## src/rtl/host_regs_consts.svh

```systemverilog
`ifndef HOST_REGS_CONSTS_SVH
`define HOST_REGS_CONSTS_SVH

// Register offsets inside the 8KB window
`define ADDR_W 13
`define DEVICE_CONFIGURATION_OFS 13'h100a
`define INTERRUPT_CONTROL_OFS 13'h100e
`define PRESENCE_TOGGLE_OFS 13'h1046

// Device configuration fields
`define CFG_STRAP_BIT 7
`define CFG_INDEX_LO 4
`define CFG_INDEX_HI 5
`define CFG_LOW_NIBBLE 4'h2
`define CFG_INDEX_RESET 2'h0
`define CFG_RSVD_BIT 6

// Interrupt control fields
`define TRIG_OFF 3'h0
`define TRIG_ON_READY 3'h1
`define ICTL_VIOL_FLAG_BIT 6
`define ICTL_READY_FLAG_BIT 5
`define ICTL_CTRL_HI 4

// Presence toggle fields
`define TOGGLE_FIXED 8'h82
`define TOGGLE_BIT 2

`define READ_IDLE 8'h00
`define SYNC_RESET_BUS 24'he0_0000

`endif

```

## src/rtl/host_regs_pkg.sv

```systemverilog
package host_regs_pkg;

  // Host memory bus pins as seen by the device
  typedef struct packed {
    logic ce_n;
    logic oe_n;
    logic we_n;
    logic [12:0] addr;
    logic [7:0] data;
  } host_bus_t;

  // Software-written part of the interrupt control register
  typedef struct packed {
    logic pulse_mode;
    logic violation_trigger_enable;
    logic [2:0] ready_trigger_select;
  } irq_ctrl_t;

  // Interrupt unit state returned to the register file
  typedef struct packed {
    logic violation_flag;
    logic ready_flag;
  } irq_flags_t;

endpackage

```

## src/rtl/irq_event_unit.sv

```systemverilog
`timescale 1ns/1ps
`default_nettype none
`include "host_regs_consts.svh"

module irq_event_unit
  import host_regs_pkg::*;
(
  // Clock and reset
  input wire logic clk_in,
  input wire logic rst_n_in,
  // Control
  input wire irq_ctrl_t ctrl_in,
  input wire logic clear_ready_in,
  input wire logic clear_violation_in,
  // Events
  input wire logic flash_ready_in,
  input wire logic prot_violation_in,
  // State
  output var irq_flags_t flags_out,
  output logic irq_n_out
);

  logic ready_prev_r;
  irq_flags_t flags_r;
  irq_flags_t flags_nxt;
  logic irq_n_r;
  logic irq_n_nxt;

  wire trig_off = (ctrl_in.ready_trigger_select == `TRIG_OFF);
  wire ready_rise = flash_ready_in & ~ready_prev_r;
  wire ready_event = ready_rise & (ctrl_in.ready_trigger_select == `TRIG_ON_READY);
  wire viol_event = prot_violation_in & ctrl_in.violation_trigger_enable;
  wire new_set = (ready_event & ~flags_r.ready_flag) | (viol_event & ~flags_r.violation_flag);

  // A set arriving with its clear keeps the flag up
  assign flags_nxt.ready_flag = ready_event | (flags_r.ready_flag & ~clear_ready_in);
  assign flags_nxt.violation_flag = viol_event | (flags_r.violation_flag & ~clear_violation_in);

  // Pulse mode gives one low cycle after each cycle that newly sets either flag, unless the trigger is 000
  assign irq_n_nxt = trig_off ? 1'b1 :
                     ctrl_in.pulse_mode ? ~new_set :
                     ~(flags_nxt.ready_flag | flags_nxt.violation_flag);

  always_ff @(posedge clk_in or negedge rst_n_in) begin
    if (!rst_n_in) begin
      ready_prev_r <= 1'b0;
      flags_r <= '0;
      irq_n_r <= 1'b1;
    end else begin
      ready_prev_r <= flash_ready_in;
      flags_r <= flags_nxt;
      irq_n_r <= irq_n_nxt;
    end
  end

  assign flags_out = flags_r;
  assign irq_n_out = irq_n_r;

endmodule

`default_nettype wire

```

## src/rtl/host_config_irq_registers.sv

```systemverilog
// What this block does
// - Configuration bits reset only by hardware reset
// - Bit 7 reads live bus-width strap pin
// - Cascade index field steers boot-block mapping
// - Two sources: flash ready, protection violation
// - Trigger 000 disables ready, holds output negated
// - Trigger 001 interrupts when flash becomes ready
// - Violation enable raises interrupt on violation unless trigger is 000
// - Level mode holds output until flag cleared
// - Pulse mode signals low-going pulse instead
// - Ready flag set on ready interrupt; W1C
// - Violation flag set on enabled violation; W1C
// - Toggle bit inverts on each read in Normal mode
// - Reserved-zero bits read zero
// - Reserved-one bits read one
// - Reads return zero outside Normal mode
`timescale 1ns/1ps
`default_nettype none
`include "host_regs_consts.svh"

module host_config_irq_registers
  import host_regs_pkg::*;
(
  // Clock and reset
  input wire logic mclk_in,
  input wire logic arst_n_in,
  // Host memory bus
  input wire host_bus_t bus_in,
  output logic [7:0] data_out,
  output logic data_oe_out,
  // Straps and cascade pins
  input wire logic if_width_strap_in,
  input wire logic [1:0] cascade_select_inputs_in,
  // Device state and events, same clock
  input wire logic normal_mode_in,
  input wire logic flash_ready_in,
  input wire logic prot_violation_in,
  // Interrupt and boot mapping
  output logic irq_n_out,
  output logic [1:0] highest_cascade_index_out,
  output logic boot_block_mapped_out
);

  // Reset release
  logic rst_meta_r;
  logic rst_sync_r;
  wire rst_n = rst_sync_r;

  always_ff @(posedge mclk_in or negedge arst_n_in) begin
    if (!arst_n_in) begin
      rst_meta_r <= 1'b0;
      rst_sync_r <= 1'b0;
    end else begin
      rst_meta_r <= 1'b1;
      rst_sync_r <= rst_meta_r;
    end
  end

  // Pin synchronisers, two stages each
  logic [26:0] pin_meta_r;
  logic [26:0] pin_sync_r;
  wire [26:0] pin_raw = {cascade_select_inputs_in, if_width_strap_in, bus_in};

  always_ff @(posedge mclk_in or negedge rst_n) begin
    if (!rst_n) begin
      pin_meta_r <= {3'h0, `SYNC_RESET_BUS};
      pin_sync_r <= {3'h0, `SYNC_RESET_BUS};
    end else begin
      pin_meta_r <= pin_raw;
      pin_sync_r <= pin_meta_r;
    end
  end

  host_bus_t bus_s;
  wire strap_s = pin_sync_r[24];
  wire [1:0] cascade_s = pin_sync_r[26:25];
  assign bus_s = pin_sync_r[23:0];

  // Access strobes
  logic read_act_r;
  logic write_act_r;
  logic [`ADDR_W-1:0] rd_addr_r;
  logic [`ADDR_W-1:0] wr_addr_r;
  logic [7:0] wr_data_r;
  logic [7:0] rd_data_r;

  wire read_act = ~bus_s.ce_n & ~bus_s.oe_n;
  wire write_act = ~bus_s.ce_n & ~bus_s.we_n & bus_s.oe_n;
  wire read_start = read_act & ~read_act_r;
  wire read_end = ~read_act & read_act_r;
  wire write_end = ~write_act & write_act_r;

  wire hit_cfg = (bus_s.addr == `DEVICE_CONFIGURATION_OFS);
  wire hit_ictl = (bus_s.addr == `INTERRUPT_CONTROL_OFS);
  wire hit_tog = (bus_s.addr == `PRESENCE_TOGGLE_OFS);
  wire hit_any = hit_cfg | hit_ictl | hit_tog;

  wire rd_was_tog = (rd_addr_r == `PRESENCE_TOGGLE_OFS);
  wire wr_cfg = write_end & normal_mode_in & (wr_addr_r == `DEVICE_CONFIGURATION_OFS);
  wire wr_ictl = write_end & normal_mode_in & (wr_addr_r == `INTERRUPT_CONTROL_OFS);

  // Register state
  logic [1:0] cascade_index_r;
  irq_ctrl_t ictl_r;
  logic toggle_r;
  irq_flags_t flags;
  logic irq_n;

  // Cascade index survives every mode change; only the pin reset clears it
  always_ff @(posedge mclk_in or negedge rst_n) begin
    if (!rst_n) begin
      cascade_index_r <= `CFG_INDEX_RESET;
    end else if (wr_cfg) begin
      cascade_index_r <= wr_data_r[`CFG_INDEX_HI:`CFG_INDEX_LO];
    end
  end

  // Interrupt control returns to its reset value outside Normal mode
  always_ff @(posedge mclk_in or negedge rst_n) begin
    if (!rst_n) begin
      ictl_r <= '0;
    end else if (!normal_mode_in) begin
      ictl_r <= '0;
    end else if (wr_ictl) begin
      ictl_r <= wr_data_r[`ICTL_CTRL_HI:0];
    end
  end

  always_ff @(posedge mclk_in or negedge rst_n) begin
    if (!rst_n) begin
      toggle_r <= 1'b0;
    end else if (read_end & rd_was_tog & normal_mode_in) begin
      toggle_r <= ~toggle_r;
    end
  end

  always_ff @(posedge mclk_in or negedge rst_n) begin
    if (!rst_n) begin
      read_act_r <= 1'b0;
      write_act_r <= 1'b0;
      rd_addr_r <= '0;
      wr_addr_r <= '0;
      wr_data_r <= '0;
    end else begin
      read_act_r <= read_act;
      write_act_r <= write_act;
      if (read_start) begin
        rd_addr_r <= bus_s.addr;
      end
      if (write_act) begin
        wr_addr_r <= bus_s.addr;
        wr_data_r <= bus_s.data;
      end
    end
  end

  // Write-one clears of the two flags
  wire clear_ready = wr_ictl & wr_data_r[`ICTL_READY_FLAG_BIT];
  wire clear_violation = wr_ictl & wr_data_r[`ICTL_VIOL_FLAG_BIT];

  irq_event_unit u_irq (
    .clk_in(mclk_in),
    .rst_n_in(rst_n),
    .ctrl_in(ictl_r),
    .clear_ready_in(clear_ready),
    .clear_violation_in(clear_violation),
    .flash_ready_in(flash_ready_in),
    .prot_violation_in(prot_violation_in),
    .flags_out(flags),
    .irq_n_out(irq_n)
  );

  // Read views; reserved bits fixed
  wire [7:0] cfg_view = {strap_s, 1'b0, cascade_index_r, `CFG_LOW_NIBBLE};
  wire [7:0] ictl_view = {1'b0, flags.violation_flag, flags.ready_flag, ictl_r};
  wire [7:0] tog_view = `TOGGLE_FIXED | {5'h00, toggle_r, 2'h0};
  wire [7:0] read_mux = !normal_mode_in ? `READ_IDLE :
                        hit_cfg ? cfg_view :
                        hit_ictl ? ictl_view :
                        hit_tog ? tog_view : `READ_IDLE;

  always_ff @(posedge mclk_in or negedge rst_n) begin
    if (!rst_n) begin
      rd_data_r <= `READ_IDLE;
    end else if (read_start) begin
      rd_data_r <= read_mux;
    end
  end

  assign data_out = rd_data_r;
  assign data_oe_out = read_act & read_act_r & hit_any;
  assign irq_n_out = irq_n;
  assign highest_cascade_index_out = cascade_index_r;
  // Boot blocks of devices up to the programmed index are mapped
  assign boot_block_mapped_out = (cascade_s <= cascade_index_r);

  // Helper state for checks
  logic ready_seen_r;
  always_ff @(posedge mclk_in or negedge rst_n) begin
    if (!rst_n) begin
      ready_seen_r <= 1'b0;
    end else begin
      ready_seen_r <= flash_ready_in;
    end
  end
  wire ready_rise = flash_ready_in & ~ready_seen_r;
endmodule

`default_nettype wire

```

## config.mk

```make
export PLATFORM = sky130hd
export DESIGN_NAME = host_config_irq_registers
export DESIGN_NICKNAME = d
export VERILOG_FILES = /design/src/rtl/host_regs_pkg.sv /design/src/rtl/irq_event_unit.sv /design/src/rtl/host_config_irq_registers.sv
export VERILOG_INCLUDE_DIRS = /design/src /design/src/rtl
export SDC_FILE = /design/constraint.sdc
export NUM_CORES = 1
export LEC_CHECK = 0
export BUFFER_PORTS_ARGS = -buffer_cell sky130_fd_sc_hd__buf_2
export CAP_MARGIN = 20
export CELL_PAD_IN_SITES_DETAIL_PLACEMENT = 0
export CELL_PAD_IN_SITES_GLOBAL_PLACEMENT = 1
export CORE_MARGIN = 2
export CORE_UTILIZATION = 50
export DETAILED_ROUTE_END_ITERATION = 7
export GPL_TIMING_DRIVEN = 0
export PLACE_DENSITY = 0.81
export REMOVE_ABC_BUFFERS = 1
export SLEW_MARGIN = 20
export SYNTH_ARGS = -nofsm -noshare
export SYNTH_HDL_FRONTEND = slang
export SYNTH_SLANG_ARGS = --single-unit
```

## constraint.sdc

```tcl
create_clock -name mclk_in -period 6.8 [get_ports mclk_in]
set_clock_uncertainty 0.2 [all_clocks]
set_input_delay 0.68 -clock mclk_in [delete_from_list [all_inputs] [get_ports mclk_in]]
set_output_delay 0.68 -clock mclk_in [all_outputs]
set_load 0.01 [all_outputs]
```

==> run summary <==
• **run status** finished clean
• **portion of total power attributed to the clock network** 0.362
• **cell type contributing the most total cell area after synthesis** sky130_fd_sc_hd__dfrtp_1
• **final global-route overflow total** 0
• **portion of synthesized cell area occupied by the leading cell type** 0.686
• **critical path class** flip-flop to primary output
• **wire length of the first global-routing pass** 10.8 mm
• **wire length on met1** 2.90 mm
• **number of flops mapped to enable cells by yosys** 0
• **maximum cell stage delay along the critical path** 0.42 ns
• **largest net degree at the start of global routing** 59
• **maximum number of buffers from clock root to sink** 2
• **source of the worst hold timing path** pin_meta_r[20]
• **total global-route track usage** 0.172
• **sink count of the clock tree** 109
• **Hold Crit Depth** 0
• **cell types occupying the most area after synthesis** sky130_fd_sc_hd__dfrtp_1, sky130_fd_sc_hd__mux2_2, sky130_fd_sc_hd__nand2_1
• **data required time at the worst endpoint** 5.92 ns
• **r2r setup slk** 4.46 ns
• **via count of the first global-routing pass** 2167
• **type of origin of the critical path** flip-flop
• **share of async-settable or async-resettable flops after synthesis** 1.00
• **Buf/Inv on CP** 1
• **Port Buf Inserts** 43
• **initial antenna violation count** 0
• **number of buffers created by CTS** 9
• **Crit Path Max Fanout** 3
• **ordered list of cells on the worst path** nor4_1, nand3_1, nor2_1, buf_2
• **Routed wire per std cell** 14.3 µm
• **cell area after synthesis** 3720 µm²
• **Max-Cap Viols** 0
• **sum of routed wire length over all layers** 6.02 mm
• **met3 wire length** 313 µm
• **final weighted congestion in routability-driven placement** 0.738
• **highest metal layer with signal wires** met4
• **switching share of power** 0.213
• **Worst path top cell family by delay** simple AND/OR/NAND/NOR gates
• **endpoints failing hold** 0
• **CTS H-tree lvls** 3
• **Syn Inst Count** 266
• **Max Freq** 393 MHz
• **worst r2r path cells** 6
• **floorplan die height** 90.3 µm
• **P per Cell Area** 291 nW/µm²
• **Avg Inst Size Synth** 14.0 µm²
• **net count reported at finish** 350
• **Synth warnings** 0
• **number of DRC violations after detailed-routing iteration 0** 92
• **portion of total power attributed to combinational logic** 0.058
• **slowest cell on the critical path** sky130_fd_sc_hd__nor4_1
• **Pre-Repair DR Iteration Count** 4
• **slew at the pin with the worst max-slew slack** 0.796 ns
• **total setup violations reported at the end of the flow** 0
• **Fin Hold WS** 0.153 ns
• **number of I/O pins** 45
• **end-of-flow core utilization** 0.602
• **Horiz. Die Dim** 90.3 µm
• **type of destination of the critical path** primary output
• **root buf cell** sky130_fd_sc_hd__clkbuf_8
• **Inserted Diodes** 0
• **number of instances resized during post-cts repair** 0
• **worst hold path class** flip-flop to flip-flop
• **minimum clock period after layout** 2.55 ns
• **max-slew headroom at the worst pin** 0.470
• **Antenna Violating Nets Remaining** 0
• **final critical-path share of the clock period** 0.375
• **TritonCTS clock tree** built
• **leakage component of the power** 2.05 nW
• **Endpoint, Worst Hold** pin_sync_r[20]
• **RSZ-0062 raised after global routing** no
• **startpoint of the worst register-to-register path** pin_sync_r[23]
• **synthesis-stage register bit count** 109
• **number of rows created at floorplan** 31
• **vias post-DR** 2070
• **top flip-flop cell by instance count after synthesis** sky130_fd_sc_hd__dfrtp_1
• **Post-DP HPWL** 4.08 mm
• **number of pins with negative max-slew slack in the final report** 0
• **share of power burned in registers** 0.579
• **clock edge transition at the registers on the reported setup and hold paths** 0.09 ns
• **share of the yosys chip area belonging to registers** 0.735
• **Reg2Reg Capture Point** u_irq.irq_n_out
• **Critical Path AT** 1.67 ns
• **share of final-layout standard cells stronger than drive strength 1** 0.302
• **clock latency reported for the late side of the worst-skew pair** 0.36 ns
• **drt via density** 4.93
• **Post-Route Setup TNS** 0 ns
• **effective utilization at floorplan** 0.516
• **# DRC** 0
• **area of the core region** 7210 µm²
• **Net Sw Power** 0.000270 W
• **total internal power** 0.000996 W
• **Worst VDD drop** 0.000208 V
• **number of library cell types mapped by synthesis** 37
• **area added between synthesis and finish** 16.8%
• **detailed-routed wire length on met2** 2.74 mm
• **area enclosed by the die boundary** 8150 µm²
power groups by stage:
stage | clock [W] | sequential (W) | combinational, W
CTS | 0.000473 | 0.000734 | 0.0000757
global placement | 0 | 0.000750 | 0.0000634
finish | 0.000459 | 0.000733 | 0.0000740
floorplan | 0 | 0.000739 | 0.0000485
global route | 0.000509 | 0.000742 | 0.0000849
detailed placement | 0 | 0.000747 | 0.0000750
worst max path at each step:
stage	from	to	cells after the start
finish	pin_sync_r[15]	data_oe_out	4
global route	pin_sync_r[15]	data_oe_out	4
CTS	pin_sync_r[15]	data_oe_out	4
detailed placement	pin_sync_r[22]	ictl_r[2]	6
global placement	pin_sync_r[22]	ictl_r[1]	4
floorplan	rst_n	data_out[0]	0
cells by family (layout without fill, tap and decap cells):
group | after synthesis | in the layout | synth area share
compound gates | 28 | 28 | 0.0501
fa+ha+maj | 2 | 2 | 0.00672
xor+xnor | 1 | 1 | 0.00235
other cells | 1 | 1 | 0.00101
simple gates | 91 | 91 | 0.126
mux | 22 | 22 | 0.0666
flops | 109 | 109 | 0.735
buf+inv | 12 | 67 | 0.0121
sequential cells by signal, summed over array words and instances, names as in the netlist:
signal / count
rst_meta_r: 1
rd_addr_r: 13
toggle_r: 1
data_out: 8
write_act_r: 1
rst_n: 1
read_act_r: 1
u_irq.flags_out: 2
highest_cascade_index_out: 2
wr_addr_r: 13
u_irq.ready_prev_r: 1
pin_meta_r: 26
wr_data_r: 7
ictl_r: 5
u_irq.irq_n_out: 1
pin_sync_r: 26
synth_stat cells, drive strengths merged, types with 2 or more instances:
| cell | instances |
|---|---|
| nand3 | 7 |
| clkbuf | 8 |
| nand4 | 2 |
| nor4b | 3 |
| dfstp | 7 |
| nand2b | 3 |
| a31oi | 2 |
| o31ai | 3 |
| inv | 4 |
| a32o | 2 |
| nor4 | 2 |
| nor3 | 3 |
| nor2 | 5 |
| o21ai | 10 |
| nor2b | 5 |
| nand2 | 52 |
| a22o | 3 |
| a21oi | 3 |
| mux2 | 22 |
| ha | 2 |
| a21o | 2 |
| dfrtp | 102 |
cells in the final DEF, fill, tap and decap left out, types with 2 or more instances in the layout:
cell	synthesis	layout
sky130_fd_sc_hd__dfrtp_1	102	101
sky130_fd_sc_hd__nand2_1	52	52
sky130_fd_sc_hd__buf_2	0	43
sky130_fd_sc_hd__mux2_2	22	22
sky130_fd_sc_hd__o21ai_0	10	10
sky130_fd_sc_hd__clkbuf_8	0	10
sky130_fd_sc_hd__nand3_1	7	7
sky130_fd_sc_hd__dfstp_2	7	7
sky130_fd_sc_hd__nor2_1	5	5
sky130_fd_sc_hd__nor2b_1	5	5
sky130_fd_sc_hd__inv_1	4	4
sky130_fd_sc_hd__nor4b_1	3	3
sky130_fd_sc_hd__a21oi_1	3	3
sky130_fd_sc_hd__nand2b_1	3	3
sky130_fd_sc_hd__o31ai_1	3	3
sky130_fd_sc_hd__a22o_1	3	3
sky130_fd_sc_hd__bufinv_16	0	3
sky130_fd_sc_hd__a31oi_1	2	2
sky130_fd_sc_hd__a21o_1	2	2
sky130_fd_sc_hd__nand4_1	2	2
sky130_fd_sc_hd__nor3_1	3	2
sky130_fd_sc_hd__a32o_1	2	2
sky130_fd_sc_hd__ha_1	2	2
sky130_fd_sc_hd__clkinv_4	0	2
sky130_fd_sc_hd__buf_4	0	2
per-stage QoR:
step                instances  setup WS, ns  power [W]  cell area (µm²)
floorplan                 258          3.35   0.000788             3690
global placement          400          2.14   0.000813             4030
detailed placement        403          4.48   0.000822             4090
CTS                       420          4.19    0.00128             4350
global route              420          4.05    0.00134             4350
finish                    420          4.25    0.00127             4350
final cells by class:
cell class	instances	area, µm²
Clock buffer	11	141
Clock inverter	5	108
Fill cell	591	2870
Inverter	4	15.0
Multi-Input combinational cell	145	950
Sequential cell	109	2740
Tap cell	99	124
Timing Repair Buffer	47	268
metal layers:
layer,GRT usage,vias up
li1,-,1001
met1,0.247,1011
met2,0.249,52
met3,0.0551,6
met4,0.0615,0
met5,0,-
repair_timing:
action	4_1_cts	5_1_grt
hold endpoints to repair	2	0
buffers inserted	0	0
hold buffers	1	0
Note: power is estimated with default switching activity, not from simulation.
